===== src/design/fcr_pkg.sv =====
package fcr_pkg;
  // Source selections for the process value and the setpoint.
  typedef enum logic [2:0] {
    FCR_SRC_FIRST_INPUT_VALUE,
    FCR_SRC_SECOND_INPUT_VALUE,
    FCR_SRC_DIFF_ONE_MINUS_TWO,
    FCR_SRC_DIFF_TWO_MINUS_ONE,
    FCR_SRC_OTHER
  } fcr_src_e;

  localparam logic [2:0] FCR_SEL_FIRST = 3'h0;
  localparam logic [2:0] FCR_SEL_SECOND = 3'h1;
  localparam logic [2:0] FCR_SEL_DIFF12 = 3'h2;
  localparam logic [2:0] FCR_SEL_DIFF21 = 3'h3;

  // Secondary output function codes.
  localparam logic [2:0] FCR_SECONDARY_OUTPUT_FUNCTION_COOLING = 3'h1;
  localparam logic [2:0] FCR_SECONDARY_OUTPUT_FUNCTION_ALARM2 = 3'h2;

  // Alarm function codes.
  localparam logic [3:0] FCR_ALM_NONE = 4'h0;
  localparam logic [3:0] FCR_ALM_DWELL_TIMER = 4'h1;
  localparam logic [3:0] FCR_ALM_DIFF_HIGH = 4'h2;
  localparam logic [3:0] FCR_ALM_DIFF_LOW = 4'h3;
  localparam logic [3:0] FCR_ALM_SUM_HIGH = 4'h4;
  localparam logic [3:0] FCR_ALM_SUM_LOW = 4'h5;

  // Error codes as presented to the display and the remote master.
  localparam logic [7:0] FCR_ERR_NONE = 8'h00;
  localparam logic [7:0] FCR_ERR_PV_SP_FIRST = 8'h01;
  localparam logic [7:0] FCR_ERR_PV_SP_SECOND = 8'h02;
  localparam logic [7:0] FCR_ERR_PV_DIFF = 8'h03;
  localparam logic [7:0] FCR_ERR_COOLING = 8'h04;
  localparam logic [7:0] FCR_ERR_UNITS = 8'h05;
  localparam logic [7:0] FCR_ERR_ALARM2_NONE = 8'h06;
  localparam logic [7:0] FCR_ERR_DWELL_BOTH = 8'h07;
  localparam logic [7:0] FCR_ERR_COMM_FUNC = 8'h0a;
  localparam logic [7:0] FCR_ERR_COMM_RANGE = 8'h0b;
  localparam logic [7:0] FCR_ERR_COMM_MISSING = 8'h0c;
  localparam logic [7:0] FCR_ERR_COMM_READONLY = 8'h0e;
  localparam logic [7:0] FCR_ERR_COMM_VALUE = 8'h0f;
  localparam logic [7:0] FCR_ERR_TUNE_FAIL = 8'h1a;
  localparam logic [7:0] FCR_ERR_NVM_WRITE = 8'h1d;
  localparam logic [7:0] FCR_ERR_SENSOR2 = 8'h26;
  localparam logic [7:0] FCR_ERR_SENSOR1 = 8'h27;
  localparam logic [7:0] FCR_ERR_ADC = 8'h28;

  // Measurement modes and thresholds (raw counts: uA and mV).
  localparam logic [1:0] FCR_MODE_OPEN_DETECT = 2'h0;
  localparam logic [1:0] FCR_MODE_CURRENT_4_20 = 2'h1;
  localparam logic [1:0] FCR_MODE_VOLT_1_5 = 2'h2;
  localparam logic [1:0] FCR_MODE_NO_DETECT = 2'h3;
  localparam logic [15:0] FCR_MIN_CURRENT_UA = 16'h03e8;
  localparam logic [15:0] FCR_MIN_VOLT_MV = 16'h00fa;

  // Sensor break must be reported within this time.
  localparam int FCR_BREAK_RESPONSE_MS = 500;
  localparam int FCR_CLK_HZ = 25000000;
  localparam int FCR_BREAK_CYCLES = FCR_CLK_HZ / 1000 * FCR_BREAK_RESPONSE_MS;
  // Debounce is a fraction of the limit so detection stays well inside it.
  localparam int FCR_BREAK_FILTER_CYCLES = FCR_BREAK_CYCLES / 4;

  // Communication request function codes and register map.
  localparam logic [7:0] FCR_FUNC_READ = 8'h03;
  localparam logic [7:0] FCR_FUNC_WRITE = 8'h06;
  localparam logic [7:0] FCR_FUNC_WRITE_MULTI = 8'h10;
  localparam logic [15:0] FCR_REG_LAST = 16'h007f;
endpackage


===== src/design/fcr_break_detect.sv =====
`timescale 1ns/1ns
`default_nettype none
module fcr_break_detect #(
  parameter int FILTER_CYCLES = fcr_pkg::FCR_BREAK_FILTER_CYCLES
) (
  // Clock and reset
  input wire logic sys_clk,
  input wire logic rst,
  // Measurement
  input wire logic [1:0] mode,
  input wire logic [15:0] level,
  input wire logic open_circuit,
  // Result
  output logic broken
);
  import fcr_pkg::*;

  localparam int CW = $clog2(FILTER_CYCLES + 1);
  localparam logic [CW-1:0] LIMIT = CW'(FILTER_CYCLES);

  logic [CW-1:0] count;
  wire raw_fault;

  assign raw_fault = (mode == FCR_MODE_OPEN_DETECT) ? open_circuit :
                     (mode == FCR_MODE_CURRENT_4_20) ? (level < FCR_MIN_CURRENT_UA) :
                     (mode == FCR_MODE_VOLT_1_5) ? (level < FCR_MIN_VOLT_MV) : 1'b0;

  // A brief dip is ignored; a fault held for the filter time is declared.
  always_ff @(posedge sys_clk) begin
    if (rst || !raw_fault) begin
      count <= '0;
    end else if (count != LIMIT) begin
      count <= count + CW'(1);
    end
  end

  always_ff @(posedge sys_clk) begin
    if (rst) begin
      broken <= 1'b0;
    end else begin
      broken <= raw_fault && (count == LIMIT);
    end
  end
endmodule
`default_nettype wire


===== src/design/fcr_comm_check.sv =====
`timescale 1ns/1ns
`default_nettype none
module fcr_comm_check #(
  parameter logic [15:0] REG_LAST = fcr_pkg::FCR_REG_LAST
) (
  // Clock and reset
  input wire logic sys_clk,
  input wire logic rst,
  // Request from the remote master
  input wire logic req_valid,
  input wire logic [7:0] req_function,
  input wire logic [15:0] req_address,
  input wire logic req_is_write,
  input wire logic reg_exists,
  input wire logic reg_read_only,
  input wire logic reg_protected,
  input wire logic value_in_range,
  // Verdict
  output logic resp_valid,
  output logic write_enable,
  output logic [7:0] resp_code
);
  import fcr_pkg::*;

  wire func_ok;
  wire [7:0] next_resp_code;

  assign func_ok = (req_function == FCR_FUNC_READ) || (req_function == FCR_FUNC_WRITE) ||
                   (req_function == FCR_FUNC_WRITE_MULTI);
  assign next_resp_code =
    !func_ok ? FCR_ERR_COMM_FUNC :
    (req_address > REG_LAST) ? FCR_ERR_COMM_RANGE :
    !reg_exists ? FCR_ERR_COMM_MISSING :
    (req_is_write && (reg_read_only || reg_protected)) ? FCR_ERR_COMM_READONLY :
    (req_is_write && !value_in_range) ? FCR_ERR_COMM_VALUE : FCR_ERR_NONE;

  always_ff @(posedge sys_clk) begin
    if (rst) begin
      resp_valid <= 1'b0;
      write_enable <= 1'b0;
      resp_code <= FCR_ERR_NONE;
    end else begin
      resp_valid <= req_valid;
      // Target is committed only when every check passed.
      write_enable <= req_valid && req_is_write && (next_resp_code == FCR_ERR_NONE);
      resp_code <= req_valid ? next_resp_code : FCR_ERR_NONE;
    end
  end

  a_bad_write_blocked: assert property (@(posedge sys_clk) disable iff (rst)
    resp_valid && (resp_code == FCR_ERR_COMM_READONLY || resp_code == FCR_ERR_COMM_VALUE)
    |-> !write_enable) else $error("rejected write was committed");
  a_function_check: assert property (@(posedge sys_clk) disable iff (rst)
    req_valid && !func_ok |=> resp_valid && resp_code == FCR_ERR_COMM_FUNC)
    else $error("bad function code not flagged");
  a_range_check: assert property (@(posedge sys_clk) disable iff (rst)
    req_valid && func_ok && req_address > REG_LAST |=> resp_code == FCR_ERR_COMM_RANGE)
    else $error("out of range address not flagged");
endmodule
`default_nettype wire


===== src/design/fcr_fault_code_reporter.sv =====
// Functional notes
// - Code 1 when process value and setpoint both use the first input.
// - Code 2 when process value and setpoint both use the second input.
// - Code 3 when PV is an input difference and setpoint a single input.
// - Code 4 when cooling on secondary with direct primary or any zero proportional band or integral time.
// - Code 5 on unit or decimal mismatch while both inputs are combined.
// - Code 6 when secondary output is alarm 2 but alarm 2 is none.
// - Secondary output does no alarm action when alarm 2 is none.
// - Code 7 when dwell timer chosen for both alarm functions.
// - Comm code 10 on unsupported function code.
// - Comm code 11 on register address out of range.
// - Comm code 12 on access to a non-existent parameter.
// - Comm code 14 and no write on read-only or protected register.
// - Comm code 15 and no write on out-of-range value.
// - Code 26 when auto-tuning fails or yields out-of-range PID values.
// - Code 29 when a nonvolatile write fails.
// - Code 38 on second input break or under-range current or voltage.
// - Code 39 on first input break or under-range current or voltage.
// - Code 40 on converter malfunction.
// - Second input break detected within half a second.
`timescale 1ns/1ns
`default_nettype none
module fcr_fault_code_reporter #(
  parameter int BREAK_FILTER_CYCLES = fcr_pkg::FCR_BREAK_FILTER_CYCLES
) (
  // Clock and reset
  input wire logic sys_clk,
  input wire logic rst,
  // Source selections
  input wire logic [2:0] process_value_source_select,
  input wire logic [2:0] setpoint_source_select,
  // Output setup
  input wire logic [2:0] primary_output_function,
  input wire logic primary_direct_action_choice,
  input wire logic [2:0] secondary_output_function,
  input wire logic [15:0] proportional_band_a,
  input wire logic [15:0] proportional_band_b,
  input wire logic [15:0] integral_time_a,
  input wire logic [15:0] integral_time_b,
  // Units and alarms
  input wire logic [3:0] first_input_unit,
  input wire logic [3:0] second_input_unit,
  input wire logic [1:0] first_input_decimal_point,
  input wire logic [1:0] second_input_decimal_point,
  input wire logic [3:0] first_alarm_function,
  input wire logic [3:0] second_alarm_function,
  input wire logic second_alarm_active,
  // Tuning and nonvolatile store events
  input wire logic tune_done,
  input wire logic tune_failed,
  input wire logic tune_pid_out_of_range,
  input wire logic nvm_write_done,
  input wire logic nvm_write_ok,
  // Measurement front end
  input wire logic [1:0] first_measurement_input_mode,
  input wire logic [15:0] first_measurement_input_level,
  input wire logic first_measurement_input_open,
  input wire logic [1:0] second_measurement_input_mode,
  input wire logic [15:0] second_measurement_input_level,
  input wire logic second_measurement_input_open,
  input wire logic adc_fault,
  // Communication request
  input wire logic req_valid,
  input wire logic [7:0] req_function,
  input wire logic [15:0] req_address,
  input wire logic req_is_write,
  input wire logic reg_exists,
  input wire logic reg_read_only,
  input wire logic reg_protected,
  input wire logic value_in_range,
  // Communication verdict
  output logic comm_resp_valid,
  output logic comm_write_enable,
  output logic [7:0] comm_error_code,
  // Status outputs
  output logic secondary_alarm_drive,
  output logic [7:0] error_code,
  output logic error_active,
  // Clears the latched tuning and nonvolatile failures
  input wire logic fault_ack
);
  import fcr_pkg::*;

  wire alarm_diff_a;
  wire alarm_diff_b;
  wire both_inputs_used;
  wire cooling_sel;
  wire [15:0] cond;
  wire first_broken;
  wire second_broken;
  wire [7:0] next_error_code;
  logic tune_fault;
  logic nvm_fault;
  logic [23:0] second_open_age;

  // Decoding used for both alarm functions.
  function automatic logic uses_both(input logic [3:0] fn);
    uses_both = (fn == FCR_ALM_DIFF_HIGH) || (fn == FCR_ALM_DIFF_LOW) ||
                (fn == FCR_ALM_SUM_HIGH) || (fn == FCR_ALM_SUM_LOW);
  endfunction

  assign alarm_diff_a = uses_both(first_alarm_function);
  assign alarm_diff_b = uses_both(second_alarm_function);
  assign both_inputs_used = (process_value_source_select == FCR_SEL_DIFF12) ||
                            (process_value_source_select == FCR_SEL_DIFF21) ||
                            (setpoint_source_select == FCR_SEL_FIRST) ||
                            (setpoint_source_select == FCR_SEL_SECOND) ||
                            alarm_diff_a || alarm_diff_b;
  assign cooling_sel = (secondary_output_function == FCR_SECONDARY_OUTPUT_FUNCTION_COOLING);

  assign cond[0] = (process_value_source_select == FCR_SEL_FIRST) &&
                   (setpoint_source_select == FCR_SEL_FIRST);
  assign cond[1] = (process_value_source_select == FCR_SEL_SECOND) &&
                   (setpoint_source_select == FCR_SEL_SECOND);
  assign cond[2] = ((process_value_source_select == FCR_SEL_DIFF12) ||
                    (process_value_source_select == FCR_SEL_DIFF21)) &&
                   ((setpoint_source_select == FCR_SEL_FIRST) ||
                    (setpoint_source_select == FCR_SEL_SECOND));
  assign cond[3] = cooling_sel && (primary_direct_action_choice ||
                   (proportional_band_a == 16'h0000) || (proportional_band_b == 16'h0000) ||
                   (integral_time_a == 16'h0000) || (integral_time_b == 16'h0000));
  assign cond[4] = both_inputs_used && ((first_input_unit != second_input_unit) ||
                   (first_input_decimal_point != second_input_decimal_point));
  assign cond[5] = (secondary_output_function == FCR_SECONDARY_OUTPUT_FUNCTION_ALARM2) &&
                   (second_alarm_function == FCR_ALM_NONE);
  assign cond[6] = (first_alarm_function == FCR_ALM_DWELL_TIMER) &&
                   (second_alarm_function == FCR_ALM_DWELL_TIMER);
  assign cond[7] = 1'b0;
  assign cond[8] = tune_fault;
  assign cond[9] = nvm_fault;
  assign cond[10] = second_broken;
  assign cond[11] = first_broken;
  assign cond[12] = adc_fault;
  assign cond[15:13] = 3'h0;

  // Lowest code number first.
  assign next_error_code =
    cond[0] ? FCR_ERR_PV_SP_FIRST :
    cond[1] ? FCR_ERR_PV_SP_SECOND :
    cond[2] ? FCR_ERR_PV_DIFF :
    cond[3] ? FCR_ERR_COOLING :
    cond[4] ? FCR_ERR_UNITS :
    cond[5] ? FCR_ERR_ALARM2_NONE :
    cond[6] ? FCR_ERR_DWELL_BOTH :
    cond[8] ? FCR_ERR_TUNE_FAIL :
    cond[9] ? FCR_ERR_NVM_WRITE :
    cond[10] ? FCR_ERR_SENSOR2 :
    cond[11] ? FCR_ERR_SENSOR1 :
    cond[12] ? FCR_ERR_ADC : FCR_ERR_NONE;

  // Tuning and nonvolatile failures are events, so they are latched until
  // acknowledged; a new failure in the acknowledge cycle is kept.
  always_ff @(posedge sys_clk) begin
    if (rst) begin
      tune_fault <= 1'b0;
      nvm_fault <= 1'b0;
    end else begin
      tune_fault <= (tune_done && (tune_failed || tune_pid_out_of_range)) ||
                    (tune_fault && !fault_ack);
      nvm_fault <= (nvm_write_done && !nvm_write_ok) || (nvm_fault && !fault_ack);
    end
  end

  // Setup and sensor codes track their causes every cycle.
  always_ff @(posedge sys_clk) begin
    if (rst) begin
      error_code <= FCR_ERR_NONE;
      error_active <= 1'b0;
      secondary_alarm_drive <= 1'b0;
    end else begin
      error_code <= next_error_code;
      error_active <= (next_error_code != FCR_ERR_NONE);
      secondary_alarm_drive <= (secondary_output_function == FCR_SECONDARY_OUTPUT_FUNCTION_ALARM2) &&
                               (second_alarm_function != FCR_ALM_NONE) &&
                               second_alarm_active;
    end
  end

  fcr_break_detect #(
    .FILTER_CYCLES(BREAK_FILTER_CYCLES)
  ) u_first_break (
    .sys_clk(sys_clk),
    .rst(rst),
    .mode(first_measurement_input_mode),
    .level(first_measurement_input_level),
    .open_circuit(first_measurement_input_open),
    .broken(first_broken)
  );

  // Filter is a quarter of the response limit, so detection stays in time.
  fcr_break_detect #(
    .FILTER_CYCLES(BREAK_FILTER_CYCLES)
  ) u_second_break (
    .sys_clk(sys_clk),
    .rst(rst),
    .mode(second_measurement_input_mode),
    .level(second_measurement_input_level),
    .open_circuit(second_measurement_input_open),
    .broken(second_broken)
  );

  // Age of an open circuit on the second input, to time the filter's answer.
  always_ff @(posedge sys_clk) begin
    if (rst || !second_measurement_input_open ||
        (second_measurement_input_mode != FCR_MODE_OPEN_DETECT)) begin
      second_open_age <= '0;
    end else if (second_open_age != 24'hffffff) begin
      second_open_age <= second_open_age + 24'h000001;
    end
  end

  fcr_comm_check u_comm (
    .sys_clk(sys_clk),
    .rst(rst),
    .req_valid(req_valid),
    .req_function(req_function),
    .req_address(req_address),
    .req_is_write(req_is_write),
    .reg_exists(reg_exists),
    .reg_read_only(reg_read_only),
    .reg_protected(reg_protected),
    .value_in_range(value_in_range),
    .resp_valid(comm_resp_valid),
    .write_enable(comm_write_enable),
    .resp_code(comm_error_code)
  );

  a_pv_sp_first: assert property (@(posedge sys_clk) disable iff (rst)
    cond[0] |=> error_code == FCR_ERR_PV_SP_FIRST) else $error("code 1 missing");
  a_pv_sp_second: assert property (@(posedge sys_clk) disable iff (rst)
    !cond[0] && cond[1] |=> error_code == FCR_ERR_PV_SP_SECOND) else $error("code 2 missing");
  a_cooling_check: assert property (@(posedge sys_clk) disable iff (rst)
    cond[3] |=> error_code <= FCR_ERR_COOLING && error_code != FCR_ERR_NONE)
    else $error("code 4 not raised");
  a_alarm2_none: assert property (@(posedge sys_clk) disable iff (rst)
    second_alarm_function == FCR_ALM_NONE |=> !secondary_alarm_drive)
    else $error("alarm drive with alarm none");
  a_dwell_both: assert property (@(posedge sys_clk) disable iff (rst)
    cond[6] |=> error_code != FCR_ERR_NONE && error_code <= FCR_ERR_DWELL_BOTH)
    else $error("code 7 not raised");
  a_tune_latch: assert property (@(posedge sys_clk) disable iff (rst)
    tune_done && tune_failed |=> tune_fault ##1 (tune_fault || $past(fault_ack)))
    else $error("tuning failure lost");
  a_adc_fault: assert property (@(posedge sys_clk) disable iff (rst)
    adc_fault |=> error_code != FCR_ERR_NONE && error_code <= FCR_ERR_ADC)
    else $error("converter fault not reported");
  a_auto_clear: assert property (@(posedge sys_clk) disable iff (rst)
    cond == 16'h0000 |=> error_code == FCR_ERR_NONE && !error_active)
    else $error("code did not clear");
  a_pv_diff: assert property (@(posedge sys_clk) disable iff (rst)
    cond[2] |=> error_code == FCR_ERR_PV_DIFF) else $error("code 3 missing");
  a_store_fail: assert property (@(posedge sys_clk) disable iff (rst)
    nvm_write_done && !nvm_write_ok |=> nvm_fault) else $error("store failure lost");
  a_second_break: assert property (@(posedge sys_clk) disable iff (rst)
    cond[10] && cond[9:0] == 10'h000 |=> error_code == FCR_ERR_SENSOR2)
    else $error("code 38 missing");
  a_first_break: assert property (@(posedge sys_clk) disable iff (rst)
    cond[11] && cond[10:0] == 11'h000 |=> error_code == FCR_ERR_SENSOR1)
    else $error("code 39 missing");
  a_break_in_time: assert property (@(posedge sys_clk) disable iff (rst)
    second_open_age > 24'(BREAK_FILTER_CYCLES) |-> second_broken)
    else $error("second input break detected late");
endmodule
`default_nettype wire


===== config.mk =====
export PLATFORM = sky130hd
export DESIGN_NAME = fcr_fault_code_reporter
export DESIGN_NICKNAME = d
export VERILOG_FILES = /design/src/design/fcr_pkg.sv /design/src/design/fcr_break_detect.sv /design/src/design/fcr_comm_check.sv /design/src/design/fcr_fault_code_reporter.sv
export SDC_FILE = /design/constraint.sdc
export NUM_CORES = 1
export LEC_CHECK = 0
export BUFFER_PORTS_ARGS = -buffer_cell sky130_fd_sc_hd__buf_2
export CORE_UTILIZATION = 39
export DETAILED_ROUTE_END_ITERATION = 16
export PLACE_DENSITY = 0.83
export SLEW_MARGIN = 20
export SYNTH_ARGS = -nofsm -noshare
export SYNTH_HDL_FRONTEND = slang
export SYNTH_SLANG_ARGS = --single-unit

===== constraint.sdc =====
create_clock -name sys_clk -period 1.8 [get_ports sys_clk]
set_input_delay 0.09 -clock sys_clk [delete_from_list [all_inputs] [get_ports sys_clk]]
set_output_delay 0.09 -clock sys_clk [all_outputs]
set_load 0.02 [all_outputs]

==> results.md, run 1 <==
- Run status: complete, no violations
- Grt total ovfl: 0
- Layout cells sized above 1: approximately two fifths
- DIE AREA: 0.00870 sq mm
- Final Setup Violations: 0
- Width of the die: about 93 um
- Critical path arrival: between 1.5 and 2 ns
- Seq/Total Area, Yosys: around two fifths
- Worst Skew: between 0.01 and 0.015 ns
- Fmax achieved: about 580 MHz
- DRC errors left: 0
- Nets: 768
- YS warnings: 0
- Via/cell ratio: 5.04
- CP Class: flop to flop
- Flops & latches, synth: slightly above 60
- Clock power frac: about two fifths
- H-tree levels: 3
- Placed cell areas: between 0.004 and 0.005 sq mm
- Synth-to-Final Area Change: 41.0%
- Net Switching: roughly 0.76 mW
- CTS Sinks: 62
- Tot Pwr: between 3 and 4 mW
- Die H: a little over 90 um
- Final Critical Period: around 1.7 ns
- Initial antenna violation count: 0
- Pre-antenna DRT Iters: 4
- GRT Total Usage: a little over a fifth
- Clk root buf: clkbuf_8
- Ys async rst share: 0%
- Postcts setup bufs: 0
- Initial core utilization: approximately 41%
- CP max FO: 5
- CTS tree: done
- Slew Limit Fails: 0
- Family with the most delay on the worst path: simple AND/OR/NAND/NOR gates
- Max-cap violations: 0
- Avg Cell Area, Syn: about 8.4 sq um
- Worst VDD drop: about 0.32 mV
- RSZ-0062 raised after global routing: true
- Clock-pin slew on the worst setup and hold paths: roughly 0.07 ns
- Setup Slack @ Placement: -0.158 ns
- Comb power frac: 13.6%
- WL per Instance: 12.9 um
- DRT antenna net count: 0
- Worst-path cell chain: or4_4, nor3_2, nand4_1, nand2_1, xor2_1, nor2_1
- Power Density: 662 mW/mm^2
- Post-Syn Area: roughly 0.0033 sq mm
- Crit-path max cell delay: around 0.53 ns
- Startpoint class of the critical path: flop
- Final Cycle Share: a little over nine tenths
- Slowest cell on crit path: or4_4
- Sw Share: 24.9%
- Final Instance Area: 0.00458 sq mm
- Mapped Cells: 388
- Worst path bufs/invs: 0
- Post-Route WL: 8.98 mm
- I/O pins: approximately 200
- Diode count: 0
- Finished Core Util: about three fifths
- FP Rows: 32
- Core area: just under 0.008 sq mm
- Setup WS post-layout: between 0.07 and 0.08 ns
- Number of distinct library cells after synthesis: 52
- IO Port Bufs: between 150 and 200
- Skew-Pair Late Insertion Delay: 0.34 ns
- First-pass GRT wire length: 14.4 mm
- Placer Congestion: approximately 0.86
- TritonCTS Buffers: 9
- Vias in the first global route: between 3000 and 4000
- Post-synth EDFFs: 0
- HPWL Detailed: around 7.3 mm
- Crit path required time: about 2.0 ns
- Hold Violations, Final: 0
- Leakage Power: between 1.5 and 2 nW
- Crit path capture type: flop
- Largest net degree at the start of global routing: 24
- DR iter-0 viols: ~130
- Sequential Power Share: around 46%
- Hold WC Path Type: primary input to flop
- Main synth FF type: dfxtp_1
- DR vias: 3505
- Hold slack: roughly 0.018 ns
- Int Pwr: around 2.3 mW
- Clock Path Buffers: 2
[cell type report]
type	instances	area, sq um
clock inverter	6	61.3
timing repair buffer	196	1050
inverter	14	52.6
tap	102	128
multi-input combinational	306	1910
clock buffer	10	138
fill	690	3310
sequential	62	1240
[sequential cells by signal (all words and copies together), names as in the netlist, 4 cells and up]
name and flops:
u_first_break.count 22, u_second_break.count 22, error_code 6, u_comm.resp_code 4
[cells by family (layout without fill, tap and decap cells)]
family,after synthesis,count (layout),share of synthesized area [%]
AO/OA/AOI/OAI,38,38,7.78
XOR/XNOR,50,50,13.5
adder cells (fa/ha/maj),4,4,1.54
buffers and inverters,25,226,4.54
flip-flops,62,62,38.2
multiplexers,1,1,0.308
other,1,6,0.115
AND/OR/NAND/NOR,207,207,34.1
[metal layers]
metal | up-vias | share of wire [%] | routed length [um] | GRT usage [%]
met1 | 1603 | 44 | 3940 | 26.0
li1 | 1771 | - | - | -
met4 | 0 | 0.27 | 24 | 5.26
met2 | 126 | 48 | 4300 | 35.1
met3 | 5 | 7.9 | 710 | 6.18
met5 | - | 0 | 0 | 0
[what timing repair did]
action                     in CTS  in global routing
hold buffers                    1                  0
resized for setup               0                  9
setup endpoints to repair       0                 14
hold endpoints to repair        1                  0
[cells in the mapped netlist, types with 2 or more instances]
cell       number  area, sq um
nand4_1        17          106
o21ai_0         4         20.0
buf_6           2         22.5
buf_4           6         45.0
nor2_2          7         43.8
nand4b_1        2         17.5
nor3b_1         2         15.0
nor2b_1         2         12.5
dfxtp_1        62         1240
xor2_1         27          236
and4_1          3         26.3
nor3_1         14         70.1
nand2_1        23         86.3
nand2b_1        6         37.5
a21oi_1        12         60.1
nor2_4          4         45.0
o32ai_1         2         17.5
o31ai_1         2         15.0
ha_1            4         50.1
nor2_1         60          225
a211oi_1        3         22.5
o22ai_1         2         12.5
nand3_1        23          115
xnor2_1        23          201
nor4_1         24          150
inv_1          14         52.6
a31oi_1         2         12.5
o2111ai_1       3         26.3
or4_1           3         22.5
nor4b_1         2         17.5
or3_1           3         18.8
and3_1          5         31.3
[worst reg2reg max path, delay by kind of cell, from the launching register on]
kind | cells | cell delay [ns]
flops | 1 | 0.35
simple gates | 5 | 1.11
xor+xnor | 1 | 0.16
[power by group through the flow]
stage          Clock [mW]  Combinational (mW)  Sequential, mW
6_report             1.22               0.412            1.40
3_3_place_gp            0               0.395            1.43
3_5_place_dp            0               0.409            1.43
2_1_floorplan           0               0.147            1.45
5_1_grt              1.31               0.453            1.40
4_1_cts              1.24               0.413            1.40
[through the flow]
stage	setup TNS, ns	cells
floorplan	0	393
global placement	-1.77	679
detailed placement	-3.08	679
CTS	0	696
global route	-0.103	696
finish	0	696
[cells in the final DEF (no fill, tap or decap), types with 6 or more instances in the layout]
cell / netlist / routed
buf_4: 6 / 18
xor2_1: 27 / 27
clkbuf_8: 0 / 10
buf_2: 0 / 176
xnor2_1: 23 / 23
inv_1: 14 / 14
nor3_1: 14 / 10
a21oi_1: 12 / 12
nor2_2: 7 / 7
conb_1: 1 / 6
nand3_1: 23 / 23
nor2_1: 60 / 59
nor4_1: 24 / 24
nand2b_1: 6 / 6
nand4_1: 17 / 17
dfxtp_1: 62 / 61
nand2_1: 23 / 23
[final timing paths]
check	end	from	slack [ns]	cells past startpoint
worst min-delay path	tune_fault	tune_done	0.02	3
worst max register to register	u_second_break.count[2]	u_second_break.count[5]	0.08	6
worst max-delay path	u_second_break.count[2]	u_second_break.count[5]	0.08	6
worst min register to register	error_code[5]	nvm_fault	0.50	1
(Power assumes the default switching activity.)
==> run 2, diff against run 1 <==
==> constraint.sdc (replaced) <==
create_clock -name sys_clk -period 1.8 [get_ports sys_clk]
set_input_delay 0.36 -clock sys_clk [delete_from_list [all_inputs] [get_ports sys_clk]]
set_output_delay 0.36 -clock sys_clk [all_outputs]
set_load 0.02 [all_outputs]
==> run 2 against run 1 <==
The flow now finishes with violations (negative setup slack). Register-to-register slack got worse by 0.17 ns. Die area stayed put. Flip-flop and latch count did not move. Core utilization is 3.8 points higher. Clock skew is 0.0014 ns lower. Critical endpoint unchanged.
==> results.md, run 2 (synthesis results as in run 1) <==
- Hold-fix buffers at CTS: 0
- Critical R2R Launch: u_second_break.count[5]
- CTS Sinks: 62
- Synth-to-Final Area Change: 50.2%
- Worst Hold Path EP: secondary_alarm_drive
- Clk root buf: clkbuf_8
- Skew-Pair Late Insertion Delay: about 0.34 ns
- CP max FO: 5
- Setup TNS: -1.11 ns
- DR iter-0 viols: ~140
- IO Port Bufs: 176
- DRC errors left: 0
- DIE AREA: between 0.008 and 0.009 sq mm
- Setup Slack @ Placement: -0.411 ns
- Largest regs: u_first_break.count: 22 flops, u_second_break.count: 22 flops, error_code: 6 flops
- FP Rows: 32
- Final Setup Violations: 23
- Grt total ovfl: 0
- Most frequent cells in the layout: buf_2, dfxtp_1, nor2_1, buf_4, xor2_1
- RSZ-0062 raised after global routing: true
- Critical path arrival: about 2.1 ns
- Initial core utilization: slightly above 40%
- Startpoint class of the critical path: flop
- DR vias: between 3000 and 4000
- Reg2Reg Capture Point: u_second_break.count[2]
- Initial antenna violation count: 1
- Die H: between 90 and 100 um
- Crit path required time: between 2 and 2.5 ns
- FILL cells: 693
- CP Class: flop to flop
- First-pass GRT wire length: roughly 15 mm
- Post-Route WL: between 9 and 10 mm
- Hold Violations, Final: 0
- Core area: ~0.008 sq mm
- HPWL Detailed: roughly 7.7 mm
- Final Instance Area: 0.00488 sq mm
- Via/cell ratio: between 5 and 6
- Setup crit start: u_second_break.count[5]
- Placed cell areas: ~0.0044 sq mm
- Run status: finished, violations left
- R2r setup slk: -0.1 ns
- Nets: just under 800
- GRT Total Usage: between 20% and 30%
- CTS tree: done
- Reg2reg path depth: 6
- Worst Hold Depth: 2
- HP Start: second_alarm_active
- TritonCTS Buffers: 9
- Layout cells sized above 1: 44.4%
- H-tree levels: 3
- Hold WC Path Type: primary input to flop
- I/O pins: a little under 200
- Pre-antenna DRT Iters: 4
- Slew Limit Fails: 0
- Violated checks: negative setup slack
- Fmax achieved: between 500 and 600 MHz
- Leakage Power: 2.01 nW
- Width of the die: approximately 93 um
- WL per Instance: between 10 and 15 um
- Placer Congestion: roughly 0.93
- Final Critical Period: 1.90 ns
- Worst Skew: 0.00874 ns
- Clock-pin slew on the worst setup and hold paths: 0.07 ns
- DRT antenna net count: 0
- Power Density: 639 mW/mm^2
- Leading cell type in the layout, fill and taps excluded: buf_2
- Max-cap violations: 0
- Vias in the first global route: between 3000 and 4000
- Clock Path Buffers: 2
- Final Cycle Share: 105%
- Setup WS post-layout: -0.0960 ns
- Worst VDD drop: 0.326 mV
- Largest net degree at the start of global routing: 24
- Crit path capture type: flop
[run 2: worst max-delay path, cell delays in order, from the launching register on]
cell and delay [ns]:
dfxtp_1 0.35, or4_1 0.54, nor3_1 0.21, nand4_1 0.24, nand2_1 0.19, xor2_2 0.21, nor2_4 0.05
[run 2: layout make-up]
| cell class | instances | area [sq um] | share of cell area, % |
|---|---|---|---|
| clock buffers | 12 | 165 | 3.38 |
| repair buffers | 206 | 1170 | 24.0 |
| well taps | 102 | 128 | 2.61 |
| flip-flops and latches | 62 | 1240 | 25.4 |
| clock inverters | 3 | 42.5 | 0.872 |
| multi-input cells | 306 | 2080 | 42.6 |
| diodes | 1 | 2.50 | 0.0513 |
| inverters | 14 | 52.6 | 1.08 |
[run 2: repair_timing]
item                                    CTS  global route
hold endpoints to repair                  0             0
pin swaps                                 0            23
endpoints found under the setup margin   24            37
cloned                                    0             3
gates resized for setup                   4            39
setup buffers                             0             2
[run 2: power breakdown]
part,total (mW),internal [mW],switching (mW)
Clock,1.25,0.742,0.511
Sequential,1.41,1.39,0.0135
Combinational,0.460,0.241,0.219
Total,3.12,2.38,0.743
[run 2: worst max-delay path by stage]
stage,end,slack [ns],cells past startpoint
finish,u_second_break.count[2],-0.1,6
global route,u_second_break.count[1],-0.21,7
CTS,u_second_break.count[2],-0.02,9
detailed placement,u_second_break.count[2],-0.41,9
global placement,u_second_break.broken,-0.33,9
floorplan,u_second_break.count[12],-0.21,9
[run 2: metrics by stage]
step                      std cells  hold slack, ns  utilization, %  total power [mW]
after floorplan                 393           0.429               -              1.60
after global placement          685           0.484            55.8              1.85
after detailed placement        685           0.488            55.8              1.86
after CTS                       700           0.269            58.8              3.12
after global routing            706           0.271            61.9              3.25
final                           706           0.291            61.9              3.12
[run 2: per-layer routing]
layer  up-vias  track usage, %  wire length, um
met2       146            39.8             4940
met1      1619            24.1             4000
li1       1792               -                -
met5         -               0                0
met4         0            6.92              131
met3        12            7.24              737
